**config.mk**
```make
export PLATFORM = sky130hd
export DESIGN_NAME = mpdi_mii_phy
export DESIGN_NICKNAME = d
export VERILOG_FILES = /design/src/mpdi_pkg.sv /design/src/mpdi_clk_div.sv /design/src/mpdi_mii_phy.sv
export SDC_FILE = /design/constraint.sdc
export NUM_CORES = 1
export LEC_CHECK = 0
export BUFFER_PORTS_ARGS = -buffer_cell sky130_fd_sc_hd__buf_2
export CAP_MARGIN = 15
export CORE_ASPECT_RATIO = 0.75
export CORE_UTILIZATION = 50
export DETAILED_ROUTE_END_ITERATION = 10
export MAX_ROUTING_LAYER = met4
export PLACE_DENSITY = 0.79
export RECOVER_POWER = 25
export SLEW_MARGIN = 20
export SYNTH_ARGS = -nofsm -noshare
export SYNTH_HDL_FRONTEND = slang
export SYNTH_SLANG_ARGS = --single-unit
```
**constraint.sdc**
```tcl
create_clock -name clk_sys -period 2.05 [get_ports clk_sys]
set_clock_uncertainty 0.1 [all_clocks]
set_input_delay 0.41 -clock clk_sys [delete_from_list [all_inputs] [get_ports clk_sys]]
set_output_delay 0.41 -clock clk_sys [all_outputs]
set_load 0.05 [all_outputs]
```
**src/mpdi_pkg.sv**
```systemverilog
// Purpose: Shared constants and carriers for the MII data path block
// Assumes: System clock of 40 MHz
// Notes:   All timing counts derive from the named rates below
package mpdi_pkg;
   // -------------------------------------------------------------
   // Rates
   // -------------------------------------------------------------
   localparam int SYS_CLK_KHZ    = 40000;   // System clock rate
   localparam int MII_FAST_KHZ   = 25000;   // Link clock at 100 Mbps
   localparam int MII_SLOW_KHZ   = 2500;    // Link clock at 10 Mbps
   // Half periods in system cycles, at least one
   localparam int HALF_FAST_RAW  = SYS_CLK_KHZ / (2 * MII_FAST_KHZ);
   localparam int HALF_FAST_CYC  = (HALF_FAST_RAW < 1) ? 1 : HALF_FAST_RAW;
   localparam int HALF_SLOW_CYC  = SYS_CLK_KHZ / (2 * MII_SLOW_KHZ);
   localparam int DIV_W          = 8;       // Divider counter width
   localparam int NIB_W          = 4;       // Nibble width
   localparam logic [NIB_W-1:0] NIB_ZERO = 4'h0;

   // -------------------------------------------------------------
   // Carriers
   // -------------------------------------------------------------
   typedef struct packed
   {
      logic [NIB_W-1:0] data;  // Nibble, bit 0 is least significant
      logic             valid; // Valid data
      logic             error; // Error flag
   } mpdi_nib_t;
endpackage

```
**src/mpdi_clk_div.sv**
```systemverilog
// Purpose: Divider making one link clock and its edge enables
// Assumes: Half period counts of at least one
// Notes:   The clock output comes straight from a flip-flop
`timescale 1ns/1ps
`default_nettype none
module mpdi_clk_div
#(
   parameter int HALF_FAST = mpdi_pkg::HALF_FAST_CYC,
   parameter int HALF_SLOW = mpdi_pkg::HALF_SLOW_CYC
)
(
   input  wire logic clk_sys,
   input  wire logic rst_n,
   input  wire logic speedFast,   // High selects 100 Mbps
   output logic      mclk,        // Divided link clock
   output logic      riseEn,      // Pulse: mclk goes high next cycle
   output logic      fallEn       // Pulse: mclk goes low next cycle
);
   localparam logic [mpdi_pkg::DIV_W-1:0] LIM_FAST = mpdi_pkg::DIV_W'(HALF_FAST - 1);
   localparam logic [mpdi_pkg::DIV_W-1:0] LIM_SLOW = mpdi_pkg::DIV_W'(HALF_SLOW - 1);
   logic [mpdi_pkg::DIV_W-1:0] cnt_reg;   // Half period counter
   logic [mpdi_pkg::DIV_W-1:0] limit;     // Current terminal count
   logic                       wrap;      // Half period over
   logic                       speedFast_reg; // Speed latched at a wrap

   // Latched speed picks the terminal count, so a speed change never
   // cuts a half period short and the link clock stays glitch free
   assign limit  = speedFast_reg ? LIM_FAST : LIM_SLOW;
   assign wrap   = (cnt_reg >= limit);
   assign riseEn = wrap && !mclk;
   assign fallEn = wrap && mclk;

   // -------------------------------------------------------------
   // Counter and clock toggle
   // -------------------------------------------------------------
   always_ff @(posedge clk_sys or negedge rst_n)
   begin
      if (!rst_n)
      begin
         cnt_reg <= '0;
         mclk    <= 1'b0;
      end
      else if (wrap)
      begin
         cnt_reg <= '0;
         mclk    <= ~mclk;
      end
      else
      begin
         cnt_reg <= cnt_reg + 1'b1;
      end
   end

   // -------------------------------------------------------------
   // Speed latch, updated only where a half period ends
   // -------------------------------------------------------------
   always_ff @(posedge clk_sys or negedge rst_n)
   begin
      if (!rst_n)
      begin
         speedFast_reg <= 1'b0;
      end
      else if (wrap)
      begin
         speedFast_reg <= speedFast;
      end
   end
endmodule
`default_nettype wire

```
**src/mpdi_mii_phy.sv**
```systemverilog
// Purpose: PHY side MII data path: clocks, receive nibbles, CRS, COL
// Assumes: Line side delivers received nibbles and status on clk_sys
// Notes:   Both MII clocks come from clk_sys dividers, so at 40 MHz
//          the fast rate is only approximate; the slow rate is exact
`timescale 1ns/1ps
`default_nettype none
// What this block does
// - Generate TX clock at 2.5 or 20 MHz (25 MHz nominal)
// - Generate RX clock at 2.5 or 20 MHz (25 MHz nominal)
// - RX nibble changes on RX clock, LSB first
// - Data valid marks every valid RX nibble
// - Receive error flagged on RX clock
// - Collision held high while it lasts
// - Collision asynchronous, off in full duplex
// - Half duplex: carrier on transmit or receive
// - Full duplex: carrier only on receive
// - Carrier rises anytime, falls on RX clock
module mpdi_mii_phy
(
   input  wire logic                   clk_sys,
   input  wire logic                   rst_n,
   input  wire logic                   linkFast,     // Resolved speed, high 100 Mbps
   input  wire logic                   fullDuplex,   // Duplex control bit
   input  wire logic                   lineRxActive, // Line carrier present
   input  wire logic                   lineRxValid,  // Line nibble valid
   input  wire logic                   lineRxErr,    // Line decode error
   input  wire logic [mpdi_pkg::NIB_W-1:0] lineRxData, // Line nibble
   input  wire logic                   txEn,         // MAC transmit enable pin
   input  wire logic [mpdi_pkg::NIB_W-1:0] txData,   // MAC transmit nibble pins
   output logic                        txClk,        // MII transmit clock
   output logic                        rxClk,        // MII receive clock
   output logic [mpdi_pkg::NIB_W-1:0]  rxData,       // MII receive nibble
   output logic                        rxDv,         // Receive data valid
   output logic                        rxEr,         // Receive error
   output logic                        crs,          // Carrier sense
   output logic                        col,          // Collision
   output logic                        txOutValid,   // Captured transmit valid
   output logic [mpdi_pkg::NIB_W-1:0]  txOutData     // Captured transmit nibble
);
   // -------------------------------------------------------------
   // Clock generation
   // -------------------------------------------------------------
   logic txRise;   // TX clock about to rise
   logic rxFall;   // RX clock about to fall
   // The other two edge enables are not needed and stay open

   // Both dividers follow the resolved link speed
   mpdi_clk_div u_txdiv
   (
      .clk_sys   (clk_sys),
      .rst_n     (rst_n),
      .speedFast (linkFast),
      .mclk      (txClk),
      .riseEn    (txRise),
      .fallEn    ()
   );
   mpdi_clk_div u_rxdiv
   (
      .clk_sys   (clk_sys),
      .rst_n     (rst_n),
      .speedFast (linkFast),
      .mclk      (rxClk),
      .riseEn    (),
      .fallEn    (rxFall)
   );

   // -------------------------------------------------------------
   // Transmit capture
   // -------------------------------------------------------------
   logic                      txEnS1_reg;   // Sync stage one
   logic                      txEnS2_reg;   // Sync stage two
   logic [mpdi_pkg::NIB_W-1:0] txDS1_reg;   // Sync stage one
   logic [mpdi_pkg::NIB_W-1:0] txDS2_reg;   // Sync stage two

   // Pins cross into clk_sys through two flops
   always_ff @(posedge clk_sys or negedge rst_n)
   begin
      if (!rst_n)
      begin
         txEnS1_reg <= 1'b0;
         txEnS2_reg <= 1'b0;
         txDS1_reg  <= mpdi_pkg::NIB_ZERO;
         txDS2_reg  <= mpdi_pkg::NIB_ZERO;
      end
      else
      begin
         txEnS1_reg <= txEn;
         txEnS2_reg <= txEnS1_reg;
         txDS1_reg  <= txData;
         txDS2_reg  <= txDS1_reg;
      end
   end

   // Sample at our own rising edge; MAC changed data at the
   // previous rise, so it has had a full period to settle
   always_ff @(posedge clk_sys or negedge rst_n)
   begin
      if (!rst_n)
      begin
         txOutValid <= 1'b0;
         txOutData  <= mpdi_pkg::NIB_ZERO;
      end
      else if (txRise)
      begin
         txOutValid <= txEnS2_reg;
         txOutData  <= txEnS2_reg ? txDS2_reg : mpdi_pkg::NIB_ZERO;
      end
   end

   // -------------------------------------------------------------
   // Receive nibble path
   // -------------------------------------------------------------
   mpdi_pkg::mpdi_nib_t rxNib_next;   // Nibble to present next

   // Invalid nibbles are blanked so RXD only carries data with DV
   always_comb
   begin
      rxNib_next.data  = lineRxValid ? lineRxData : mpdi_pkg::NIB_ZERO;
      rxNib_next.valid = lineRxValid;
      rxNib_next.error = lineRxErr;
   end

   // Outputs change on RX clock falling edge, stable at its rise
   always_ff @(posedge clk_sys or negedge rst_n)
   begin
      if (!rst_n)
      begin
         rxData <= mpdi_pkg::NIB_ZERO;
         rxDv   <= 1'b0;
         rxEr   <= 1'b0;
      end
      else if (rxFall)
      begin
         rxData <= rxNib_next.data;
         rxDv   <= rxNib_next.valid;
         rxEr   <= rxNib_next.error;
      end
   end

   // -------------------------------------------------------------
   // Carrier sense and collision
   // -------------------------------------------------------------
   logic txBusy;    // Transmit in progress
   logic carrier;   // Carrier wanted now

   assign txBusy  = txEnS2_reg;
   assign carrier = lineRxActive || (!fullDuplex && txBusy);

   // Rise at once, fall only at an RX clock edge
   always_ff @(posedge clk_sys or negedge rst_n)
   begin
      if (!rst_n)
      begin
         crs <= 1'b0;
      end
      else if (carrier)
      begin
         crs <= 1'b1;
      end
      else if (rxFall)
      begin
         crs <= 1'b0;
      end
   end

   // Collision needs no link clock; held while both sides are busy in half duplex
   always_ff @(posedge clk_sys or negedge rst_n)
   begin
      if (!rst_n)
      begin
         col <= 1'b0;
      end
      else
      begin
         col <= !fullDuplex && txBusy && lineRxActive;
      end
   end
endmodule
`default_nettype wire

```
Word-level counts from Yosys, hierarchy flattened
Cells that the tools add are included.

Bits in registers: 43. Logic and storage cells: 39.

Add/subtract/negate cells: 2. Order comparisons: 2. Muxes and demuxes: 8. Bitwise logic cells: 2. Reductions and logical operators: 8.

Operators by type and width (count): $add 8x1->8 const B (2); $ge 8x8->1 (2); $mux 8 (2); $mux 4 (2); $mux 3 (2); $logic_and 1x1->1 (4); $logic_not 1->1 (2); $mux 1 (2); $not 1->1 (2); $reduce_bool 2->1 (1); $logic_or 1x1->1 (1).

Logic depth before layout (Yosys ltp)
Gate-level depths: netlist (run 1).

Depth in word-level cells: 5. Mapped depth: 7.

Cells and area by module
From an unflattened synthesis (run 1), not the netlist that was laid out.

Cells, all modules: 124. Area, all modules: 1682.9 um^2.

By module, submodules not included: mpdi_clk_div (instances 2, cells each 34, area an instance 452.9 um^2); mpdi_mii_phy (instances 1, cells each 56, area an instance 777.0 um^2).

Worst setup path before layout (run 1)
OpenSTA, ideal clock, no wires.

Kind: flip-flop to flip-flop. From: register u_txdiv.speedFast_reg. To: register txOutValid. Data arrival time: 1.633 ns. Data required time: 1.825 ns. Setup slack: 0.192 ns. Stages on the path, launching flop included: 7. Path buffers: 1. Cell sequence: dfrtp_1 -> ha_1 -> o21ai_0 -> o211ai_4 -> nor2b_4 -> buf_6 -> mux2_4.

Cells in the longest elaborated chain, start to end: 3.

RTL lines: from (decl) (RTL line mpdi_clk_div.sv:24) `logic speedFast_reg;`; from (signal assigned) (RTL line mpdi_clk_div.sv:65) `speedFast_reg <= speedFast;`; $mux 3 (RTL line mpdi_clk_div.sv:28) `assign limit = speedFast_reg ? LIM_FAST : LIM_SLOW;`; $ge 8x8->1 (RTL line mpdi_clk_div.sv:29) `assign wrap = (cnt_reg >= limit);`; $logic_and 1x1->1 (RTL line mpdi_clk_div.sv:30) `assign riseEn = wrap && !mclk;`; to (signal assigned) (RTL line mpdi_mii_phy.sv:105) `txOutValid <= txEnS2_reg;`; to (decl) (RTL line mpdi_mii_phy.sv:37) `output logic txOutValid,`.

No other way between the ends. A chain may end at the register's enable or synchronous reset.

Final worst setup path (run 1)
From: register u_txdiv.cnt_reg[2] (netlist bit). To: register txOutValid.

Cells in the longest elaborated chain, start to end: 2.

RTL lines: from (decl) (RTL line mpdi_clk_div.sv:21) `logic [mpdi_pkg::DIV_W-1:0] cnt_reg;`; from (signal assigned) (RTL line mpdi_clk_div.sv:50) `cnt_reg <= cnt_reg + 1'b1;`; $ge 8x8->1 (RTL line mpdi_clk_div.sv:29); $logic_and 1x1->1 (RTL line mpdi_clk_div.sv:30).

No other way between the ends.

==> impl_metrics.ini, run 1 <==
[pwr]
ir_drop_v = 0.0006014
power_density_nw_per_um2 = 1260
total_leakage_power_nw = 1.000

[synth]
avgSynthCellArea_um2 = 13.84
synth_top_family_by_area = simple AND/OR/NAND/NOR gates
synthAdderAreaFrac = 0.06182
syn-cell-area_um2 = 1619
syn_inst = 117
synth.top_cells.by_area = dfrtp_1 (66%), ha_1 (6.2%), inv_1 (2.6%), mux2i_1 (2.5%), nor2_1 (2.3%)
synthSimpleGateAreaFrac = 0.1028
yosysTopAreaCell = dfrtp_1
yosysTopAreaCellShare = 0.6646
synth.area.mux_share = 0.04791
synth_seq_cells = 43
synthXorXnorAreaFrac = 0.02705
ys_seq_area_frac = 0.6646
ys_warn_count = 0
yosysUniqueCellTypes = 25
synth_compound_area_frac = 0.05796

[grt]
antenna_found_initial = 0
grt_pass1_vias = 1055
overflow = 0
grt_pass1_wl_mm = 4.243
grt_max_degree = 23
track_usage = 0.1792

[setup_path]
critical_path.max_stage_delay_ns = 0.42
cpLargestDelayFamily = flip-flops
endpoint_kind = flop
path_class = reg2reg
start_kind = flop
crit_buf_inv = 0
crit_required_ns = 2.13
crit_path_top_delay_cell = dfrtp_1
worstPathCellList = ha_1, o21ai_0, o211ai_4, nor2b_4, mux2_4
cp_max_fo = 8
crit_arrival_ns = 2.01

[timing]
grt_setup_unrepaired = no
final_hold_viol_count = 0
fin_crit_sh = 0.9405
finalSetupViolCount = 0
fmaxAchievable_ghz = 0.5187
timing.final.ws_setup_ns = 0.1221
fin_setup_tns_ns = 0
report.final.slew_viol_count = 0
maxSlewHeadroom = 0.1964
worstMarginPinSlew_ns = 1.205
period_minus_slack_ns = 1.928

[route]
viasPerCell = 4.916
first_pass_iters = 4
drt_wl_total_mm = 2.498
vias = 993
ant_nets = 0
routedWlPerCell_um = 12.37
drt_iter0_drc = 67
drc = 0

[clock_network]
post_cts_buffers = 0
h-tree-depth = 2
cts.path.max_buffers = 2
cts_resized = 0
cts_sinks = 43
worstSkewPairLatency_ns = 0.29
cts_hold_buf = 1
cts-root-buf = clkbuf_8
cts_inserted_buffers = 5
cts.clk_slew.worst_paths_ns = 0.08
cts_tree = built

[floorplanning]
dieArea_um2 = 3472
num_io_pins = 31
die_w_um = 67.71
die_y_um = 51.28
rows = 17
start_util = 0.5360
core_um2 = 3020

[status]
status = finished clean

[final_layout]
finalNetCount = 187
drive_above_1_share = 0.2805
multi_input_area_um2 = 511.7
fill_cells = 225
area_growth_pct = 20.79
ff_latch_area_um2 = 1076
num_antenna_cells = 0

[min_path]
hp-class = in2reg

[placement]
place_ws_ns = 0.1434
place_congestion = 0.6852
io_buffers = 30
dp_hpwl_mm = 1.914

[run]
drv_cap = 0
==> per-stage QoR <==
stage / total power, mW / std cells / area, um^2 / hold WS (ns) / utilization
6_report: 2.464 / 202 / 1956 / 0.1190 / 0.6475
5_1_grt: 2.590 / 202 / 1956 / 0.1094 / 0.6475
4_1_cts: 2.484 / 202 / 1957 / 0.1167 / 0.6479
3_5_place_dp: 1.979 / 193 / 1862 / 0.2370 / 0.6164
3_3_place_gp: 1.955 / 193 / 1862 / 0.2325 / 0.6164
2_1_floorplan: 1.772 / 124 / 1645 / 0.01441 / -
==> logic make-up (layout without fill, tap and decap cells) <==
kind of cell               Yosys count  count (layout)
muxes                                7               7
and+or+nand+nor                     29              29
DFF                                 43              43
xor gates and xnor gates             5               5
adders and majority gates            8               8
AOI/OAI and AO/OA                   11              11
buffers and inverters               13              53
other                                1               8
==> cell usage after synthesis (all sizes together) <==
library cell	number
nor2	10
nor2b	1
o21ai	4
a22o	4
xor2	3
nand2	7
mux2	3
mux2i	4
dfrtp	43
buf	2
xnor2	2
inv	11
and3	5
ha	8
a221o	1
nand3	2
o211ai	2
conb	1
nor4	2
nor3b	2
==> worst paths after layout <==
| check | start | to | slack (ns) | cells past startpoint |
|---|---|---|---|---|
| min in group asynchronous | rst_n | txDS2_reg[2] | 0.79 | 2 |
| worst min-delay path | txData[2] | txDS1_reg[2] | 0.12 | 1 |
| worst max-delay path | u_txdiv.cnt_reg[2] | txOutValid | 0.12 | 5 |
| worst min register to register | txDS1_reg[1] | txDS2_reg[1] | 0.25 | 0 |
| worst max register to register | u_txdiv.cnt_reg[2] | txOutValid | 0.12 | 5 |
| max in group asynchronous | rst_n | u_rxdiv.speedFast_reg | 0.34 | 2 |
==> worst reg2reg max path: stages (launching register included) <==
cell      delay (ns)
dfrtp_1         0.42
ha_1            0.28
o21ai_0         0.12
o211ai_4        0.30
nor2b_4         0.28
mux2_4          0.31
==> report_power, final <==
part / switching (mW) / internal, mW
Sequential: 0.0955 / 0.994
Combinational: 0.622 / 0.245
Clock: 0.270 / 0.238
Total: 0.988 / 1.48
==> layout make-up <==
| cell class | instances | share of cell area |
|---|---|---|
| timing repair buffer | 34 | 0.09917 |
| tap | 38 | 0.02431 |
| sequential | 43 | 0.5502 |
| clock buffer | 6 | 0.03711 |
| multi-input combinational | 68 | 0.2617 |
| inverter | 11 | 0.02111 |
| clock inverter | 2 | 0.006398 |
==> layout by cell type (no fill, tap or decap), drive strengths merged <==
master       netlist  final
mux2               3      3
clkinv             0      1
o21ai              4      4
xnor2              2      2
clkinvlp           0      1
a221o              1      1
a22o               4      4
nand3              2      2
conb               1      8
nor4               2      2
clkbuf             0      7
buf                2     32
nand2              7      7
dlygate4sd3        0      1
dfrtp             43     43
nor2b              1      1
o211ai             2      2
and3               5      5
inv               11     11
nor2              10     10
nor3b              2      2
mux2i              4      4
xor2               3      3
ha                 8      8
==> per-layer routing <==
metal	global-route usage	wire length, um
met4	0.09220	75
met1	0.1858	1022
met3	0.05580	104
met2	0.3036	1296
met5	-	0
Power figures use the tool's default switching activity.
==> run 2, diff against run 1 <==
CAP_MARGIN = 20   (was 15)
clock period = 1.94 ns   (was 2.05 ns; I/O delays follow)
==> run 2 against run 1 <==
  * Combinational power up 10%
  * Die area is the same
  * Cell count grew 2.0%
  * First-iteration DRC count is 69% lower
  * Power increased by 9.0%
  * Critical path type unchanged
  * Critical endpoint is now rxDv
  * Highest routed layer unchanged
==> impl_metrics.ini, run 2 (synthesis results as in run 1) <==
[setup_path]
r2r_setup_slack_ns = 0.09
cp_max_fo = 6
r2r_cells = 6
path_depth = 6
crit_buf_inv = 1
rr_endpoint = rxDv
worstPathCellList = inv_1, ha_1, nor3b_1, o211ai_1, nand2_2, mux2_2
critical_path.max_stage_delay_ns = 0.39
crit_required_ns = 2.03
start_kind = flop
cpLargestDelayFamily = flip-flops
crit_arrival_ns = 1.94
path_class = reg2reg
endpoint_kind = flop
r2r-start = u_rxdiv.speedFast_reg
crit_path_top_delay_cell = dfrtp_1

[route]
drt_wl_total_mm = 2.621
first_pass_iters = 3
routedWlPerCell_um = 12.72
drc = 0
viasPerCell = 4.767
drt_iter0_drc = 21
ant_nets = 0
vias = 982

[grt]
grt_max_degree = 29
grt_use_met2 = 0.2838
grt_pass1_wl_mm = 4.084
antenna_found_initial = 0
grt_pass1_vias = 985
top_usage_layer = met2
overflow = 0
grtUsageMet3 = 0.05357
track_usage = 0.1728
grt_use_met1 = 0.1935

[pwr]
power.switching_mw = 1.095
total_leakage_power_nw = 1.020
power_density_nw_per_um2 = 1353
power_mw = 2.687
p_clk_frac = 0.212
ir_drop_v = 0.0005346
seqPwrFrac = 0.431
intPower_mw = 1.592
pwr-share-comb = 0.356
swShare = 0.4076

[timing]
fmaxAchievable_ghz = 0.5392
period_minus_slack_ns = 1.855
fin_crit_sh = 0.9560
finalSetupViolCount = 0
final_hold_viol_count = 0
worstMarginPinSlew_ns = 0.6522
grt_setup_unrepaired = no
fin_setup_tns_ns = 0
maxSlewHeadroom = 0.5652
report.final.slew_viol_count = 0

[min_path]
hold_path_depth = 1
hp-class = in2reg
hold_end = txEnS1_reg
worstHoldStart = txEn

[floorplanning]
core_um2 = 3020
die_y_um = 51.28
rows = 17
dieArea_um2 = 3472
num_io_pins = 31
die_w_um = 67.71
start_util = 0.5360

[final_layout]
ff_latch_area_um2 = 1076
area_growth_pct = 22.64
drive_above_1_share = 0.3155
fill_cells = 222
num_antenna_cells = 0
multi_input_area_um2 = 514.2
final_common_cell = dfrtp_1
final_cell_mix = dfrtp_1 (43), buf_2 (29), inv_1 (11)
finalNetCount = 191

[clock_network]
worstSkewPairLatency_ns = 0.30
cts-root-buf = clkbuf_8
cts_inserted_buffers = 5
h-tree-depth = 2
cts.clk_slew.worst_paths_ns = 0.09
cts_sinks = 43
cts.path.max_buffers = 2
cts_tree = built

[run]
drv_cap = 0

[placement]
dp_hpwl_mm = 1.920
io_buffers = 30
place_congestion = 0.7853

[status]
status = finished clean
run 2: power by group through the flow:
stage / Sequential (mW) / Combinational, mW / Clock (mW)
2_1_floorplan: 1.63 / 0.243 / 0
3_3_place_gp: 1.16 / 0.904 / 0
3_5_place_dp: 1.17 / 0.923 / 0
4_1_cts: 1.15 / 0.927 / 0.592
5_1_grt: 1.18 / 1.01 / 0.625
6_report: 1.16 / 0.958 / 0.570
run 2: worst reg2reg max path: stages, from the launching register on:
cell	delay (ns)
dfrtp_1	0.39
inv_1	0.07
ha_1	0.29
nor3b_1	0.20
o211ai_1	0.16
nand2_2	0.18
mux2_2	0.35
run 2: final cells by class:
cell class / count / area share
flip-flops and latches: 43 / 0.5419
clock inverters: 3 / 0.01260
multi-input cells: 68 / 0.2590
inverters: 11 / 0.02079
well taps: 38 / 0.02394
clock buffers: 5 / 0.03466
repair buffers: 38 / 0.1071
run 2: metrics by stage:
step                      utilization  worst slack (ns)  instances  hold WS [ns]  instance area (um^2)
after global placement         0.6172            0.1160        195        0.2343                  1864
after detailed placement       0.6172           0.01672        195        0.2386                  1864
after floorplan                     -           0.08175        124     -0.007591                  1645
after CTS                      0.6516           0.01386        204       0.07835                  1968
after global routing           0.6574          0.009192        206       0.07861                  1986
final                          0.6574           0.08545        206       0.08758                  1986
run 2: worst max path at each step:
stage                               start         end  slack (ns)
finish              u_rxdiv.speedFast_reg        rxDv        0.09
global route        u_rxdiv.speedFast_reg        rxDv       0.009
CTS                 u_rxdiv.speedFast_reg        rxDv        0.01
detailed placement  u_rxdiv.speedFast_reg        rxEr        0.02
global placement    u_rxdiv.speedFast_reg        rxEr        0.12
floorplan           u_txdiv.speedFast_reg  txOutValid        0.08
run 2: per-layer routing:
metal | vias to the layer above | share of wire
li1 | 482 | -
met1 | 475 | 0.44
met2 | 20 | 0.50
met3 | 5 | 0.048
met4 | 0 | 0.014
met5 | - | 0
run 2: repair_timing:
item / in CTS / in global routing
hold endpoints to repair: 4 / 0
hold buffers: 1 / 0
setup endpoints to repair: 0 / 2
buffers inserted: 0 / 2
gates resized for setup: 0 / 1
